<file path="src/inc/gas_status_map.vh">
`ifndef GAS_STATUS_MAP_VH
`define GAS_STATUS_MAP_VH

// Clock and base tick
`define CLK_FREQ_HZ 25000000
`define TICK_TIME_MS 1
`define TICK_CYCLES (`CLK_FREQ_HZ / 1000 * `TICK_TIME_MS)

// Power-up sequence, in milliseconds of tick
`define LAMP_TEST_MS 200
`define SETTLE_TIME_S 2
`define SETTLE_MS (`SETTLE_TIME_S * 1000)
`define WARMUP_TIME_S 60
`define WARMUP_MS (`WARMUP_TIME_S * 1000)

// Auxiliary indication and jumper hold times
`define AUX_ON_MS 11'h7d0
`define LIFE_JUMPER_TIME_S 10
`define LIFE_JUMPER_MS (`LIFE_JUMPER_TIME_S * 1000)
`define SETTINGS_JUMPER_TIME_S 5
`define SETTINGS_JUMPER_MS (`SETTINGS_JUMPER_TIME_S * 1000)

// Polling activity and daily lifetime store
`define POLL_TIMEOUT_MS 2000
`define STORE_PERIOD_H 24
`define STORE_PERIOD_MS (`STORE_PERIOD_H * 3600 * 1000)
`define SUSPEND_MS 9'h12c

// Blink timing
`define SLOW_HALF_MS 500
`define PREALARM_HALF_MS 250
`define BUZZ_HALF_MS 500
`define BLINK_FRAME_MS 1000
`define FAULT_ON_MS 250
`define FAULT_OFF_MS 250
`define FAULT_PAUSE_MS 1500

// Communication and lifetime defaults
`define DEFAULT_ADDRESS 7'h01
`define DEFAULT_BAUD 17'h02580
`define DEFAULT_LIFE_DAYS 11'h721

// Gas type codes
`define GAS_METHANE 2'h0
`define GAS_VAPOUR 2'h1
`define GAS_CO 2'h2
`define GAS_LPG 2'h3

// Power-up phases
`define PH_LAMP 2'h0
`define PH_SETTLE 2'h1
`define PH_WARMUP 2'h2
`define PH_RUN 2'h3

`endif

</file>
<file path="src/rtl/fault_blinker.v">
`timescale 1ns/1ps
`include "gas_status_map.vh"

module fault_blinker (
   input wire clk,
   input wire rst,
   input wire tick,
   input wire [3:0] blinks,
   output reg led
);
   reg [10:0] phase_ms;
   reg [3:0] done;
   reg [3:0] group;
   reg in_pause;

   // Count is latched per group so a change never splits a group
   always @(posedge clk or posedge rst) begin
      if (rst) begin
         phase_ms <= 11'h000;
         done <= 4'h0;
         group <= 4'h0;
         in_pause <= 1'b1;
         led <= 1'b0;
      end else if (tick) begin
         phase_ms <= phase_ms + 11'h001;
         if (in_pause) begin
            led <= 1'b0;
            if (phase_ms >= `FAULT_PAUSE_MS - 1) begin
               phase_ms <= 11'h000;
               group <= blinks;
               done <= 4'h0;
               in_pause <= (blinks == 4'h0);
               led <= (blinks != 4'h0);
            end
         end else if (led) begin
            if (phase_ms >= `FAULT_ON_MS - 1) begin
               phase_ms <= 11'h000;
               led <= 1'b0;
               done <= done + 4'h1;
            end
         end else if (phase_ms >= `FAULT_OFF_MS - 1) begin
            phase_ms <= 11'h000;
            if (done >= group) begin
               in_pause <= 1'b1;
            end else begin
               led <= 1'b1;
            end
         end
      end
   end
endmodule // fault_blinker

</file>
<file path="src/rtl/gas_status_indicator.v">
`timescale 1ns/1ps
`include "gas_status_map.vh"

// Summary of operation
// - Brief lamp test, then fault, alarm, supply lit 2 s while converter settles.
// - Warm-up: supply blinks slowly, gas detection unavailable until warm-up ends.
// - After warm-up with bus polling, supply toggles at each poll.
// - After warm-up without polling, supply stays steadily on.
// - Fault blinks: 1 supply range, 2 sensor fault, 4 end of life, sums combine.
// - Flash write error alone gives 8; combinations use listed counts 9 to 15.
// - Fault steady on for memory errors, off when no fault.
// - Alarm indicator blinks above pre-alarm threshold.
// - Alarm indicator steady above alarm threshold, overriding pre-alarm blink.
// - Aux indicator on 2 s after life, settings, comm reset or bus module reset.
// - Comm reset restores address 01 and baud 9600.
// - With expansion fitted, buzzer steady in alarm, intermittent in pre-alarm.
// - Track sensor validity and life; toxic sensor keeps its own life.
// - Gas type decoded from two switches.
// - Range switch on selects high range, off low range.
// - Bus address is ten times tens switch plus units switch, or the stored address when both switches are zero.
// - Bus drives a differential RS485 A/B pair shared with the master.
// - Address and baud changes apply only at board reset coil or power-up.
// - Every 24 h store lifetime and suspend bus about 300 ms.
// - Board or sensor failure forces the 2.0 mA loop fault level.
module gas_status_indicator #(
   parameter TICK_CYCLES = `TICK_CYCLES,
   parameter WARMUP_MS = `WARMUP_MS,
   parameter STORE_PERIOD_MS = `STORE_PERIOD_MS,
   parameter LIFE_JUMPER_MS = `LIFE_JUMPER_MS,
   parameter SETTINGS_JUMPER_MS = `SETTINGS_JUMPER_MS
) (
   input wire clk,
   input wire rst,
   input wire gas_type_switch_a,
   input wire gas_type_switch_b,
   input wire range_select_switch,
   input wire [3:0] address_tens_switch,
   input wire [3:0] address_units_switch,
   input wire life_reset_jumper,
   input wire settings_reset_jumper,
   input wire supply_out_of_range,
   input wire sensor_fault,
   input wire flash_write_error,
   input wire memory_error,
   input wire module_life_expired,
   input wire pre_alarm_exceeded,
   input wire alarm_exceeded,
   input wire expansion_fitted,
   input wire poll_strobe,
   input wire life_reset_cmd,
   input wire settings_reset_cmd,
   input wire comm_reset_cmd,
   input wire board_reset_coil,
   input wire address_write,
   input wire [6:0] write_address,
   input wire baud_write,
   input wire [16:0] write_baud,
   input wire uart_tx,
   input wire uart_tx_en,
   output wire uart_rx,
   input wire rs485_a_in,
   output reg rs485_a_out,
   output reg rs485_a_oe_n,
   input wire rs485_b_in,
   output reg rs485_b_out,
   output reg rs485_b_oe_n,
   output reg aux_indicator,
   output reg fault_indicator,
   output reg alarm_indicator,
   output reg supply_indicator,
   output reg buzzer,
   output reg [1:0] gas_type,
   output reg range_high,
   output reg [6:0] bus_address,
   output reg [16:0] baud_rate,
   output reg detect_ready,
   output reg comm_suspend,
   output reg life_store,
   output reg settings_restore,
   output reg sensor_valid,
   output reg sensor_end_life,
   output reg loop_fault_2ma
);
   // Decode of combined fault flags to a blink count
   function [3:0] fault_blinks;
      input flash_err;
      input [2:0] low;
      begin
         if (!flash_err) begin
            fault_blinks = {1'b0, low};
         end else begin
            case (low)
               3'h0: fault_blinks = 4'h8;
               3'h1: fault_blinks = 4'h9;
               3'h2: fault_blinks = 4'ha;
               3'h3: fault_blinks = 4'hc;
               3'h4: fault_blinks = 4'hb;
               3'h6: fault_blinks = 4'hd;
               3'h7: fault_blinks = 4'he;
               default: fault_blinks = 4'hf;
            endcase
         end
      end
   endfunction

   wire tick;
   wire fault_blink_led;
   wire [14:0] async_in;
   reg [14:0] sync_1;
   reg [14:0] sync_2;
   reg [1:0] phase;
   reg [16:0] phase_ms;
   reg [9:0] frame_ms;
   reg [11:0] poll_idle_ms;
   reg poll_toggle;
   reg [10:0] aux_ms;
   reg [13:0] life_hold_ms;
   reg [13:0] set_hold_ms;
   reg life_fired;
   reg set_fired;
   reg [26:0] day_ms;
   reg [8:0] suspend_ms;
   reg [10:0] elapsed_days;
   reg [6:0] stored_address;
   reg [16:0] stored_baud;
   wire [6:0] switch_address;
   wire life_jump_ev;
   wire set_jump_ev;
   wire life_ev;
   wire comm_ev;
   wire settings_ev;
   wire life_end;
   wire [3:0] blink_count;

   assign async_in = {rs485_b_in, rs485_a_in, settings_reset_jumper, life_reset_jumper,
                      address_units_switch, address_tens_switch, range_select_switch,
                      gas_type_switch_b, gas_type_switch_a};

   // Two-stage synchronisers for the switch, jumper and RS485 receive pair inputs
   genvar gi;
   generate
      for (gi = 0; gi < 15; gi = gi + 1) begin : g_sync
         always @(posedge clk or posedge rst) begin
            if (rst) begin
               sync_1[gi] <= 1'b0;
               sync_2[gi] <= 1'b0;
            end else begin
               sync_1[gi] <= async_in[gi];
               sync_2[gi] <= sync_1[gi];
            end
         end
      end
   endgenerate

   tick_divider #(
      .TICK_CYCLES(TICK_CYCLES)
   ) u_tick (
      .clk(clk),
      .rst(rst),
      .tick(tick)
   );

   assign blink_count = fault_blinks(flash_write_error, {sensor_end_life, sensor_fault, supply_out_of_range});

   fault_blinker u_fault (
      .clk(clk),
      .rst(rst),
      .tick(tick),
      .blinks(blink_count),
      .led(fault_blink_led)
   );

   // Tens times ten as shifts keeps it to adders
   assign switch_address = {sync_2[6:3], 3'h0} + {2'h0, sync_2[6:3], 1'h0} + {3'h0, sync_2[10:7]};

   // Jumper holds: warm-up window for life and settings, run phase for comm
   assign life_jump_ev = tick && !life_fired && (life_hold_ms == LIFE_JUMPER_MS - 1) && (phase == `PH_WARMUP);
   assign set_jump_ev = tick && !set_fired && (set_hold_ms == SETTINGS_JUMPER_MS - 1);
   assign life_ev = life_jump_ev || life_reset_cmd;
   assign settings_ev = (set_jump_ev && phase == `PH_WARMUP) || settings_reset_cmd;
   assign comm_ev = (set_jump_ev && phase == `PH_RUN) || comm_reset_cmd;
   assign life_end = (gas_type == `GAS_CO) ? module_life_expired : (elapsed_days >= `DEFAULT_LIFE_DAYS);

   // Power-up phase sequencer
   always @(posedge clk or posedge rst) begin
      if (rst) begin
         phase <= `PH_LAMP;
         phase_ms <= 17'h00000;
      end else if (tick) begin
         phase_ms <= phase_ms + 17'h00001;
         case (phase)
            `PH_LAMP: if (phase_ms >= `LAMP_TEST_MS - 1) begin
               phase <= `PH_SETTLE;
               phase_ms <= 17'h00000;
            end
            `PH_SETTLE: if (phase_ms >= `SETTLE_MS - 1) begin
               phase <= `PH_WARMUP;
               phase_ms <= 17'h00000;
            end
            `PH_WARMUP: if (phase_ms >= WARMUP_MS - 1) begin
               phase <= `PH_RUN;
               phase_ms <= 17'h00000;
            end
            default: phase_ms <= 17'h00000;
         endcase
      end
   end

   // Free-running blink frame plus poll activity, jumper and aux timers
   always @(posedge clk or posedge rst) begin
      if (rst) begin
         frame_ms <= 10'h000;
         poll_idle_ms <= 12'hfff;
         poll_toggle <= 1'b0;
         aux_ms <= 11'h000;
         life_hold_ms <= 14'h0000;
         set_hold_ms <= 14'h0000;
         life_fired <= 1'b0;
         set_fired <= 1'b0;
      end else begin
         if (poll_strobe) begin
            poll_toggle <= ~poll_toggle;
            poll_idle_ms <= 12'h000;
         end else if (tick && poll_idle_ms < `POLL_TIMEOUT_MS) begin
            poll_idle_ms <= poll_idle_ms + 12'h001;
         end
         if (life_ev || settings_ev || comm_ev || board_reset_coil) begin
            aux_ms <= `AUX_ON_MS;
         end else if (tick && aux_ms != 11'h000) begin
            aux_ms <= aux_ms - 11'h001;
         end
         if (tick) begin
            frame_ms <= (frame_ms >= `BLINK_FRAME_MS - 1) ? 10'h000 : frame_ms + 10'h001;
            life_hold_ms <= (sync_2[11] && !life_fired) ? life_hold_ms + 14'h0001 : 14'h0000;
            set_hold_ms <= (sync_2[12] && !set_fired) ? set_hold_ms + 14'h0001 : 14'h0000;
         end
         // Fire once per closure; released jumper rearms
         if (life_jump_ev) begin
            life_fired <= 1'b1;
         end else if (!sync_2[11]) begin
            life_fired <= 1'b0;
         end
         if (set_jump_ev) begin
            set_fired <= 1'b1;
         end else if (!sync_2[12]) begin
            set_fired <= 1'b0;
         end
      end
   end

   // Communication settings: staged writes, applied only at board reset or power-up
   always @(posedge clk or posedge rst) begin
      if (rst) begin
         stored_address <= `DEFAULT_ADDRESS;
         stored_baud <= `DEFAULT_BAUD;
         bus_address <= `DEFAULT_ADDRESS;
         baud_rate <= `DEFAULT_BAUD;
         settings_restore <= 1'b0;
      end else begin
         settings_restore <= settings_ev;
         if (comm_ev) begin
            stored_address <= `DEFAULT_ADDRESS;
            stored_baud <= `DEFAULT_BAUD;
         end else begin
            if (address_write) begin
               stored_address <= write_address;
            end
            if (baud_write) begin
               stored_baud <= write_baud;
            end
         end
         // Switch address wins when set; zero falls back to the stored one
         if (board_reset_coil || (tick && phase == `PH_LAMP && phase_ms == 17'h00000)) begin
            bus_address <= (switch_address != 7'h00) ? switch_address : stored_address;
            baud_rate <= stored_baud;
         end
      end
   end

   // Daily lifetime store with bus suspend; sensor life bookkeeping
   always @(posedge clk or posedge rst) begin
      if (rst) begin
         day_ms <= 27'h0000000;
         suspend_ms <= 9'h000;
         life_store <= 1'b0;
         comm_suspend <= 1'b0;
         elapsed_days <= 11'h000;
      end else begin
         life_store <= 1'b0;
         if (tick) begin
            if (day_ms >= STORE_PERIOD_MS - 1) begin
               day_ms <= 27'h0000000;
               life_store <= 1'b1;
               suspend_ms <= `SUSPEND_MS;
            end else begin
               day_ms <= day_ms + 27'h0000001;
               if (suspend_ms != 9'h000) begin
                  suspend_ms <= suspend_ms - 9'h001;
               end
            end
         end
         comm_suspend <= (suspend_ms != 9'h000);
         // Base-board life only; the toxic sensor module counts its own
         if (life_ev) begin
            elapsed_days <= 11'h000;
         end else if (tick && day_ms >= STORE_PERIOD_MS - 1 && gas_type != `GAS_CO && !life_end) begin
            elapsed_days <= elapsed_days + 11'h001;
         end
      end
   end

   // Indicators, buzzer, switch decode and fault status
   always @(posedge clk or posedge rst) begin
      if (rst) begin
         aux_indicator <= 1'b0;
         fault_indicator <= 1'b0;
         alarm_indicator <= 1'b0;
         supply_indicator <= 1'b0;
         buzzer <= 1'b0;
         gas_type <= `GAS_METHANE;
         range_high <= 1'b0;
         detect_ready <= 1'b0;
         sensor_valid <= 1'b0;
         sensor_end_life <= 1'b0;
         loop_fault_2ma <= 1'b0;
      end else begin
         gas_type <= sync_2[1] ? (sync_2[0] ? `GAS_LPG : `GAS_CO) : (sync_2[0] ? `GAS_VAPOUR : `GAS_METHANE);
         range_high <= sync_2[2];
         detect_ready <= (phase == `PH_RUN);
         sensor_end_life <= life_end;
         sensor_valid <= !sensor_fault && !life_end;
         loop_fault_2ma <= sensor_fault || memory_error;
         aux_indicator <= (phase == `PH_LAMP) || (aux_ms != 11'h000);
         buzzer <= expansion_fitted && (phase == `PH_RUN) &&
                   (alarm_exceeded || (pre_alarm_exceeded && frame_ms < `BUZZ_HALF_MS));
         case (phase)
            `PH_LAMP, `PH_SETTLE: begin
               fault_indicator <= 1'b1;
               alarm_indicator <= 1'b1;
               supply_indicator <= 1'b1;
            end
            default: begin
               if (memory_error) begin
                  fault_indicator <= 1'b1;
               end else begin
                  fault_indicator <= fault_blink_led;
               end
               if (phase != `PH_RUN) begin
                  alarm_indicator <= 1'b0;
                  supply_indicator <= (frame_ms < `SLOW_HALF_MS);
               end else begin
                  if (alarm_exceeded) begin
                     alarm_indicator <= 1'b1;
                  end else if (pre_alarm_exceeded) begin
                     alarm_indicator <= (frame_ms < `PREALARM_HALF_MS) ||
                                        (frame_ms >= 2 * `PREALARM_HALF_MS && frame_ms < 3 * `PREALARM_HALF_MS);
                  end else begin
                     alarm_indicator <= 1'b0;
                  end
                  if (poll_idle_ms < `POLL_TIMEOUT_MS) begin
                     supply_indicator <= poll_toggle;
                  end else begin
                     supply_indicator <= 1'b1;
                  end
               end
            end
         endcase
      end
   end

   // RS485 pair: A carries data, B its complement; released during suspend
   always @(posedge clk or posedge rst) begin
      if (rst) begin
         rs485_a_out <= 1'b1;
         rs485_b_out <= 1'b0;
         rs485_a_oe_n <= 1'b1;
         rs485_b_oe_n <= 1'b1;
      end else begin
         rs485_a_out <= uart_tx;
         rs485_b_out <= ~uart_tx;
         rs485_a_oe_n <= !(uart_tx_en && suspend_ms == 9'h000);
         rs485_b_oe_n <= !(uart_tx_en && suspend_ms == 9'h000);
      end
   end

   // Idle or undriven pair reads as mark, so only B above A gives a zero
   assign uart_rx = !(!sync_2[13] & sync_2[14]);
endmodule // gas_status_indicator

</file>
<file path="src/rtl/tick_divider.v">
`timescale 1ns/1ps
`include "gas_status_map.vh"

module tick_divider #(
   parameter TICK_CYCLES = `TICK_CYCLES
) (
   input wire clk,
   input wire rst,
   output reg tick
);
   reg [15:0] count;

   // One-cycle enable every tick period, restarted at power-up
   always @(posedge clk or posedge rst) begin
      if (rst) begin
         count <= 16'h0000;
         tick <= 1'b0;
      end else if (count == TICK_CYCLES - 1) begin
         count <= 16'h0000;
         tick <= 1'b1;
      end else begin
         count <= count + 16'h0001;
         tick <= 1'b0;
      end
   end
endmodule // tick_divider

</file>
<file path="config.mk">
export PLATFORM = sky130hd
export DESIGN_NAME = gas_status_indicator
export DESIGN_NICKNAME = d
export VERILOG_FILES = /design/src/rtl/fault_blinker.v /design/src/rtl/gas_status_indicator.v /design/src/rtl/tick_divider.v
export VERILOG_INCLUDE_DIRS = /design/src /design/src/inc
export SDC_FILE = /design/constraint.sdc
export NUM_CORES = 1
export LEC_CHECK = 0
export BUFFER_PORTS_ARGS = -buffer_cell sky130_fd_sc_hd__buf_2
export CAP_MARGIN = 25
export CORE_UTILIZATION = 60
export DETAILED_ROUTE_END_ITERATION = 12
export MAX_ROUTING_LAYER = met4
export PLACE_DENSITY = 0.77
export SYNTH_ARGS = -nofsm -noshare
export SYNTH_HDL_FRONTEND = slang
export SYNTH_SLANG_ARGS = --single-unit
</file>
<file path="constraint.sdc">
create_clock -name clk -period 12.48 [get_ports clk]
set_input_delay 2.496 -clock clk [delete_from_list [all_inputs] [get_ports clk]]
set_output_delay 2.496 -clock clk [all_outputs]
set_load 0.05 [all_outputs]
</file>
======== Word level (Yosys, flattened, before mapping) ========
Index checks and enable logic that the tools add are counted.
cells by class
  $add $sub $neg .......................... 14
  order comparisons ....................... 14
  equality and inequality tests ........... 21
  multiplexer cells ....................... 66
  bitwise gates (word level) .............. 3
  reduce and logical (&&, ||, !) cells .... 63
operators with widths
  kind                                                                 count
  two-way mux 17 bit                                                   5
  two-way mux 11 bit                                                   7
  case mux 17 bit (3 select lines)                                     1
  two-way mux 1 bit                                                    30
  adder 14 x 1 -> 14 bit, second input constant                        2
  two-way mux 14 bit                                                   2
  adder 27 x 1 -> 27 bit, second input constant                        1
  greater-or-equal comparator 27 bit, second input constant            1
  two-way mux 27 bit                                                   1
  two-way mux 12 bit                                                   2
  adder 11 x 1 -> 11 bit, second input constant                        2
  greater-or-equal comparator 11 bit, second input constant            2
  logical AND 1 bit                                                    22
  two-way mux 7 bit                                                    3
  case mux 3 bit (7 select lines)                                      1
  two-way mux 4 bit                                                    5
  two-way mux 9 bit                                                    2
  adder 17 x 1 -> 17 bit, second input constant                        1
  greater-or-equal comparator 17 x 11 -> 1 bit, second input constant  1
  greater-or-equal comparator 17 x 16 -> 1 bit, second input constant  1
  greater-or-equal comparator 17 x 8 -> 1 bit, second input constant   1
  zero test 17 bit                                                     1
  adder 16 x 1 -> 16 bit, second input constant                        1
  equality test 16 x 15 -> 1 bit, second input constant                1
  47 further kinds                                                     85
storage, ports and cells
  bits in registers ....................... 264
  bits of input ports ..................... 58
  output and inout bits ................... 44
  word-level logic and storage cells ...... 252

======== Depth between registers and ports, before layout ========
  depth after elaboration ................. 9
  depth in mapped cells ................... 9
  gate-level depth less buffers ........... 8

======== By module ========
Synthesis repeated with hierarchy kept, for this count alone.
unflattened totals
  cells, all modules ...................... 1186
  area, all modules ....................... 12433.2 sq um
by module, submodules not included
  module                times used  cells an instance  area an instance (sq um)  sequential area each (sq um)
  gas_status_indicator  1           995                10443.8                   5685.5
  fault_blinker         1           125                1218.7                    526.8
  tick_divider          1           66                 770.7                     425.4

======== Least setup slack after synthesis ========
No wires, ideal clock.
  kind .................................... input to register
  start point ............................. in baud_write
  end point ............................... reg stored_baud[0]
  library setup time ...................... 121 ps
  data arrival time ....................... 3601 ps
  required time ........................... 12359 ps
  path slack .............................. 8758 ps
  stages on the path ...................... 4
  path through ............................ clkbuf_1 -> buf_1 -> mux2i_1 -> nor2_1
between the ends
  cells in the longest elaborated chain, start to end .. 1
ends and longest elaborated chain
  item                          RTL line                    text
  start: declaration            gas_status_indicator.v:56   input wire baud_write,
  nonzero test 2 bit (no line)  -
  end signal: assignment        gas_status_indicator.v:255  stored_baud <= `DEFAULT_BAUD;
  end signal: assignment        gas_status_indicator.v:263  stored_baud <= `DEFAULT_BAUD;
  end signal: assignment        gas_status_indicator.v:269  stored_baud <= write_baud;
  end: declaration              gas_status_indicator.v:125  reg [16:0] stored_baud;
Every way passes these cells.
A chain may end at the register's enable or synchronous reset.

==> impl_metrics.prom <==
# TYPE chip_impl_metric gauge
chip_impl_metric{name="synth_mux_area_share",unit="%"} 4.90
chip_impl_metric{name="fraction_of_final_layout_cells_sized_beyond_drive_strength_1",unit="%"} 16.9
chip_impl_metric{name="grt_antenna_before_repair",unit=""} 0
chip_impl_metric{name="insertion_delay",unit="ns"} 0.53
chip_impl_metric{name="power.density_cell_area",unit="nW/um2"} 131
chip_impl_metric{name="drt_iter0_markers",unit=""} 551
chip_impl_info{name="worst_path_most_repeated_cell",value="buf_4"} 1
chip_impl_metric{name="via_count",unit=""} 8994
chip_impl_metric{name="antennaDiodeCount",unit=""} 0
chip_impl_info{name="tritoncts",value="yes"} 1
chip_impl_info{name="synth.most_common_cell",value="dfrtp_1"} 1
chip_impl_info{name="min-delay-start",value="sync_2[2]"} 1
chip_impl_metric{name="fp.coreArea",unit="um2"} 20200
chip_impl_metric{name="worst-r2r-cell-count",unit=""} 8
chip_impl_info{name="crit-reg2reg-launch",value="phase[0]"} 1
chip_impl_metric{name="dpl.hpwl",unit="um"} 15800
chip_impl_metric{name="finClkSkew",unit="ns"} 0.0129
chip_impl_metric{name="slew_viol_final",unit=""} 0
chip_impl_metric{name="critical_path_peak_fanout",unit=""} 115
chip_impl_metric{name="post-cts-setup-buffer-count",unit=""} 0
chip_impl_metric{name="static-leakage-power",unit="uW"} 0.00640
chip_impl_metric{name="die_boundary_width",unit="um"} 146
chip_impl_info{name="timing.setup.critical_path_class",value="in -> async"} 1
chip_impl_info{name="synth_top_flop_cell",value="dfrtp_1"} 1
chip_impl_metric{name="cp_num_buf_inv",unit=""} 5
chip_impl_metric{name="worstMarginPinSlew",unit="ns"} 1.08
chip_impl_metric{name="simple_gate_portion_of_the_synthesized_area",unit="%"} 19.2
chip_impl_metric{name="fin_setup_tns",unit="ns"} 0
chip_impl_metric{name="fmax",unit="GHz"} 0.234
chip_impl_info{name="cts-root-buf",value="clkbuf_16"} 1
chip_impl_metric{name="die_height",unit="um"} 146
chip_impl_metric{name="netlist_area",unit="um2"} 12400
chip_impl_metric{name="synth_fp_nets",unit=""} 1283
chip_impl_metric{name="starting_density_of_the_core",unit="%"} 61.1
chip_impl_metric{name="post_cts_hold_buffer_count",unit=""} 0
chip_impl_metric{name="postSynth.asyncResetShare",unit="%"} 100
chip_impl_info{name="critical_path.cell_chain",value="buf_2, inv_8, buf_4, buf_4, buf_12"} 1
chip_impl_metric{name="cp_required",unit="ns"} 13.12
chip_impl_metric{name="route.detailed.drc",unit=""} 0
chip_impl_metric{name="max_cap_viol_count",unit=""} 0
chip_impl_info{name="critPathTopFamily",value="buffers and inverters"} 1
chip_impl_metric{name="post_route_clock_period_utilization",unit="%"} 34.2
chip_impl_info{name="synth.top_cells.by_count",value="dfrtp_1, nor2_1, nand2_1, xor2_1, a21oi_1"} 1
chip_impl_metric{name="yosysTopAreaCellShare",unit="%"} 48.3
chip_impl_metric{name="yosys_warnings",unit=""} 0
chip_impl_metric{name="synth_cell_types",unit=""} 68
chip_impl_info{name="combinational_family_with_the_most_area_after_synthesis",value="simple AND/OR/NAND/NOR gates"} 1
chip_impl_info{name="kind_of_capture_point_of_the_worst_setup_path",value="asynchronous set/reset pin"} 1
chip_impl_info{name="synth_area_leader_cell",value="dfrtp_1"} 1
chip_impl_metric{name="place_congestion",unit=""} 0.829
chip_impl_metric{name="final_util",unit="%"} 69.3
chip_impl_metric{name="final_hold_viol_count",unit=""} 0
chip_impl_metric{name="seq_area_frac_synth",unit="%"} 53.6
chip_impl_metric{name="cts-resized-gates",unit=""} 0
chip_impl_metric{name="period_minus_slack",unit="ns"} 4.27
chip_impl_metric{name="track_usage",unit="%"} 23.8
chip_impl_info{name="critical-path-slowest-cell",value="buf_4"} 1
chip_impl_metric{name="cts.reportedPaths.clkPinSlew",unit="ns"} 0.06
chip_impl_metric{name="port_buffers",unit=""} 101
chip_impl_info{name="holdPathEnd",value="range_high"} 1
chip_impl_metric{name="first_global_vias",unit=""} 8641
chip_impl_metric{name="synth_cells",unit=""} 1191
chip_impl_metric{name="global_route_wire_length_before_repair",unit="um"} 40900
chip_impl_metric{name="cp_slowest_stage_delay",unit="ns"} 0.80
chip_impl_metric{name="grt-ovfl-total",unit=""} 0
chip_impl_metric{name="vias_per_cell",unit=""} 5.71
chip_impl_info{name="outcome",value="completed"} 1
chip_impl_metric{name="io-pin-count",unit=""} 102
chip_impl_metric{name="core.rowCount",unit=""} 52
chip_impl_metric{name="wl_per_cell",unit="um"} 15.3
chip_impl_metric{name="post_synthesis_compound_gate_area_fraction",unit="%"} 9.80
chip_impl_metric{name="layout-area-overhead-vs-synth",unit="%"} 13.3
chip_impl_metric{name="reg2reg_setup_slack",unit="ns"} 9.50
chip_impl_metric{name="placed_cells",unit=""} 1521
chip_impl_metric{name="final_nets",unit=""} 1375
chip_impl_metric{name="instances_no_fill",unit=""} 1575
chip_impl_info{name="kind_of_path_behind_the_tightest_hold_check",value="reg -> reg"} 1
chip_impl_metric{name="cts_max_path_buffers",unit=""} 3
chip_impl_metric{name="htree_num_levels",unit=""} 1
chip_impl_metric{name="yosys.area_share.xor_xnor",unit="%"} 6.02
chip_impl_metric{name="final_setup_violation_count",unit=""} 0
chip_impl_metric{name="ant_nets",unit=""} 0
chip_impl_info{name="rsz0062_at_grt",value="false"} 1
chip_impl_metric{name="post_synth_fa_ha_maj_area_fraction",unit="%"} 3.56
chip_impl_info{name="post_synth_main_area_contributors",value="dfrtp_1, dfstp_2, nor2_1, xor2_1, ha_1"} 1
chip_impl_metric{name="cts_buffers",unit=""} 28
chip_impl_metric{name="floorplan_die_area",unit="um2"} 21200
chip_impl_info{name="start_kind",value="primary input"} 1
chip_impl_metric{name="maxSlewHeadroom",unit="%"} 27.8
chip_impl_metric{name="synth-seq-cells",unit=""} 264
chip_impl_metric{name="synth_edf_count",unit=""} 0
chip_impl_metric{name="pin_count_of_the_biggest_net_entering_global_routing",unit=""} 116
chip_impl_metric{name="hold_path_depth",unit=""} 0
chip_impl_info{name="worst_r2r_endpoint",value="phase_ms[13]"} 1
chip_impl_metric{name="worst_ir_drop_vdd",unit="V"} 0.000112
chip_impl_metric{name="mapped_avg_cell_area",unit="um2"} 10.4
chip_impl_metric{name="cp_data_arrival_time",unit="ns"} 4.91
chip_impl_metric{name="dr.pass1.iters",unit=""} 5
chip_impl_metric{name="numClockSinks",unit=""} 264
chip_impl_metric{name="sum_of_routed_wire_length_over_all_layers",unit="um"} 24100
## registers in the layout, summed over array words and instances (netlist names), 12 cells and up
| name | flops |
|---|---|
| day_ms | 27 |
| stored_baud | 17 |
| poll_idle_ms | 12 |
| set_hold_ms | 14 |
| baud_rate | 17 |
| u_tick.count | 16 |
| life_hold_ms | 14 |
| phase_ms | 17 |
| sync_2 | 15 |
| sync_1 | 15 |
## metal layers
metal  vias up  global-route usage [%]  wire length [um]
li1       4374                       -                 -
met1      4407                    32.2             11000
met2       177                    38.4             11700
met3        36                    2.70               838
met4         0                    6.53               531
met5         -                       -                 0
## placed cells by master (no fill, tap or decap), drive strengths merged, types with 16 or more instances in the layout
| cell type | count |
|---|---|
| dfrtp | 239 |
| a31oi | 17 |
| nor2 | 150 |
| ha | 32 |
| xor2 | 52 |
| nand2 | 104 |
| dfstp | 25 |
| or3 | 17 |
| clkbuf | 40 |
| o21ai | 43 |
| inv | 36 |
| nand2b | 21 |
| and3 | 23 |
| buf | 110 |
| a21oi | 48 |
| nor3 | 28 |
| nand4 | 37 |
| mux2 | 21 |
| nand3 | 40 |
| mux2i | 37 |
| nor4 | 16 |
| xnor2 | 33 |
## power breakdown
| group | total [uW] | switching [uW] | internal [uW] |
|---|---|---|---|
| clock | 819 | 328 | 491 |
| combinational | 123 | 86.0 | 36.7 |
| sequential | 891 | 11.3 | 880 |
| total | 1830 | 425 | 1410 |
## stage by stage
step	instance area, um2	power, uW	setup slack [ns]	hold slack [ns]
after floorplan	12400	992	2.76	0.331
after global placement	13100	1030	7.35	0.332
after detailed placement	13100	1030	7.32	0.335
after CTS	14000	1850	7.90	0.346
after global routing	14000	1900	7.82	0.353
final	14000	1830	8.21	0.344
## area by class of cell
class / count / area, um2
inverter: 37 / 146
tap: 270 / 338
sequential: 264 / 6640
clock buffer: 40 / 807
timing repair buffer: 110 / 586
clock inverter: 12 / 120
multi-input combinational: 842 / 5390
fill: 1503 / 6210
## logic make-up (layout without fill, tap and decap cells)
logic type               Yosys count  after routing
AO/OA/AOI/OAI                    182            182
XOR/XNOR                          85             85
adder cells (fa/ha/maj)           34             34
buffers and inverters             85            199
flip-flops                       264            264
multiplexers                      58             58
AND/OR/NAND/NOR                  483            483
## how the worst max path moves through the flow
stage,slack (ns),endpoint,start,depth (start not counted)
final,8.21,baud_rate[13],rst,5
after global routing,7.82,baud_rate[13],rst,5
after floorplan,2.76,alarm_indicator,rst,1
after detailed placement,7.32,baud_rate[16],rst,4
after global placement,7.35,baud_rate[16],rst,4
after CTS,7.90,baud_rate[16],rst,4
No activity file was read; power rests on OpenSTA's default activity.
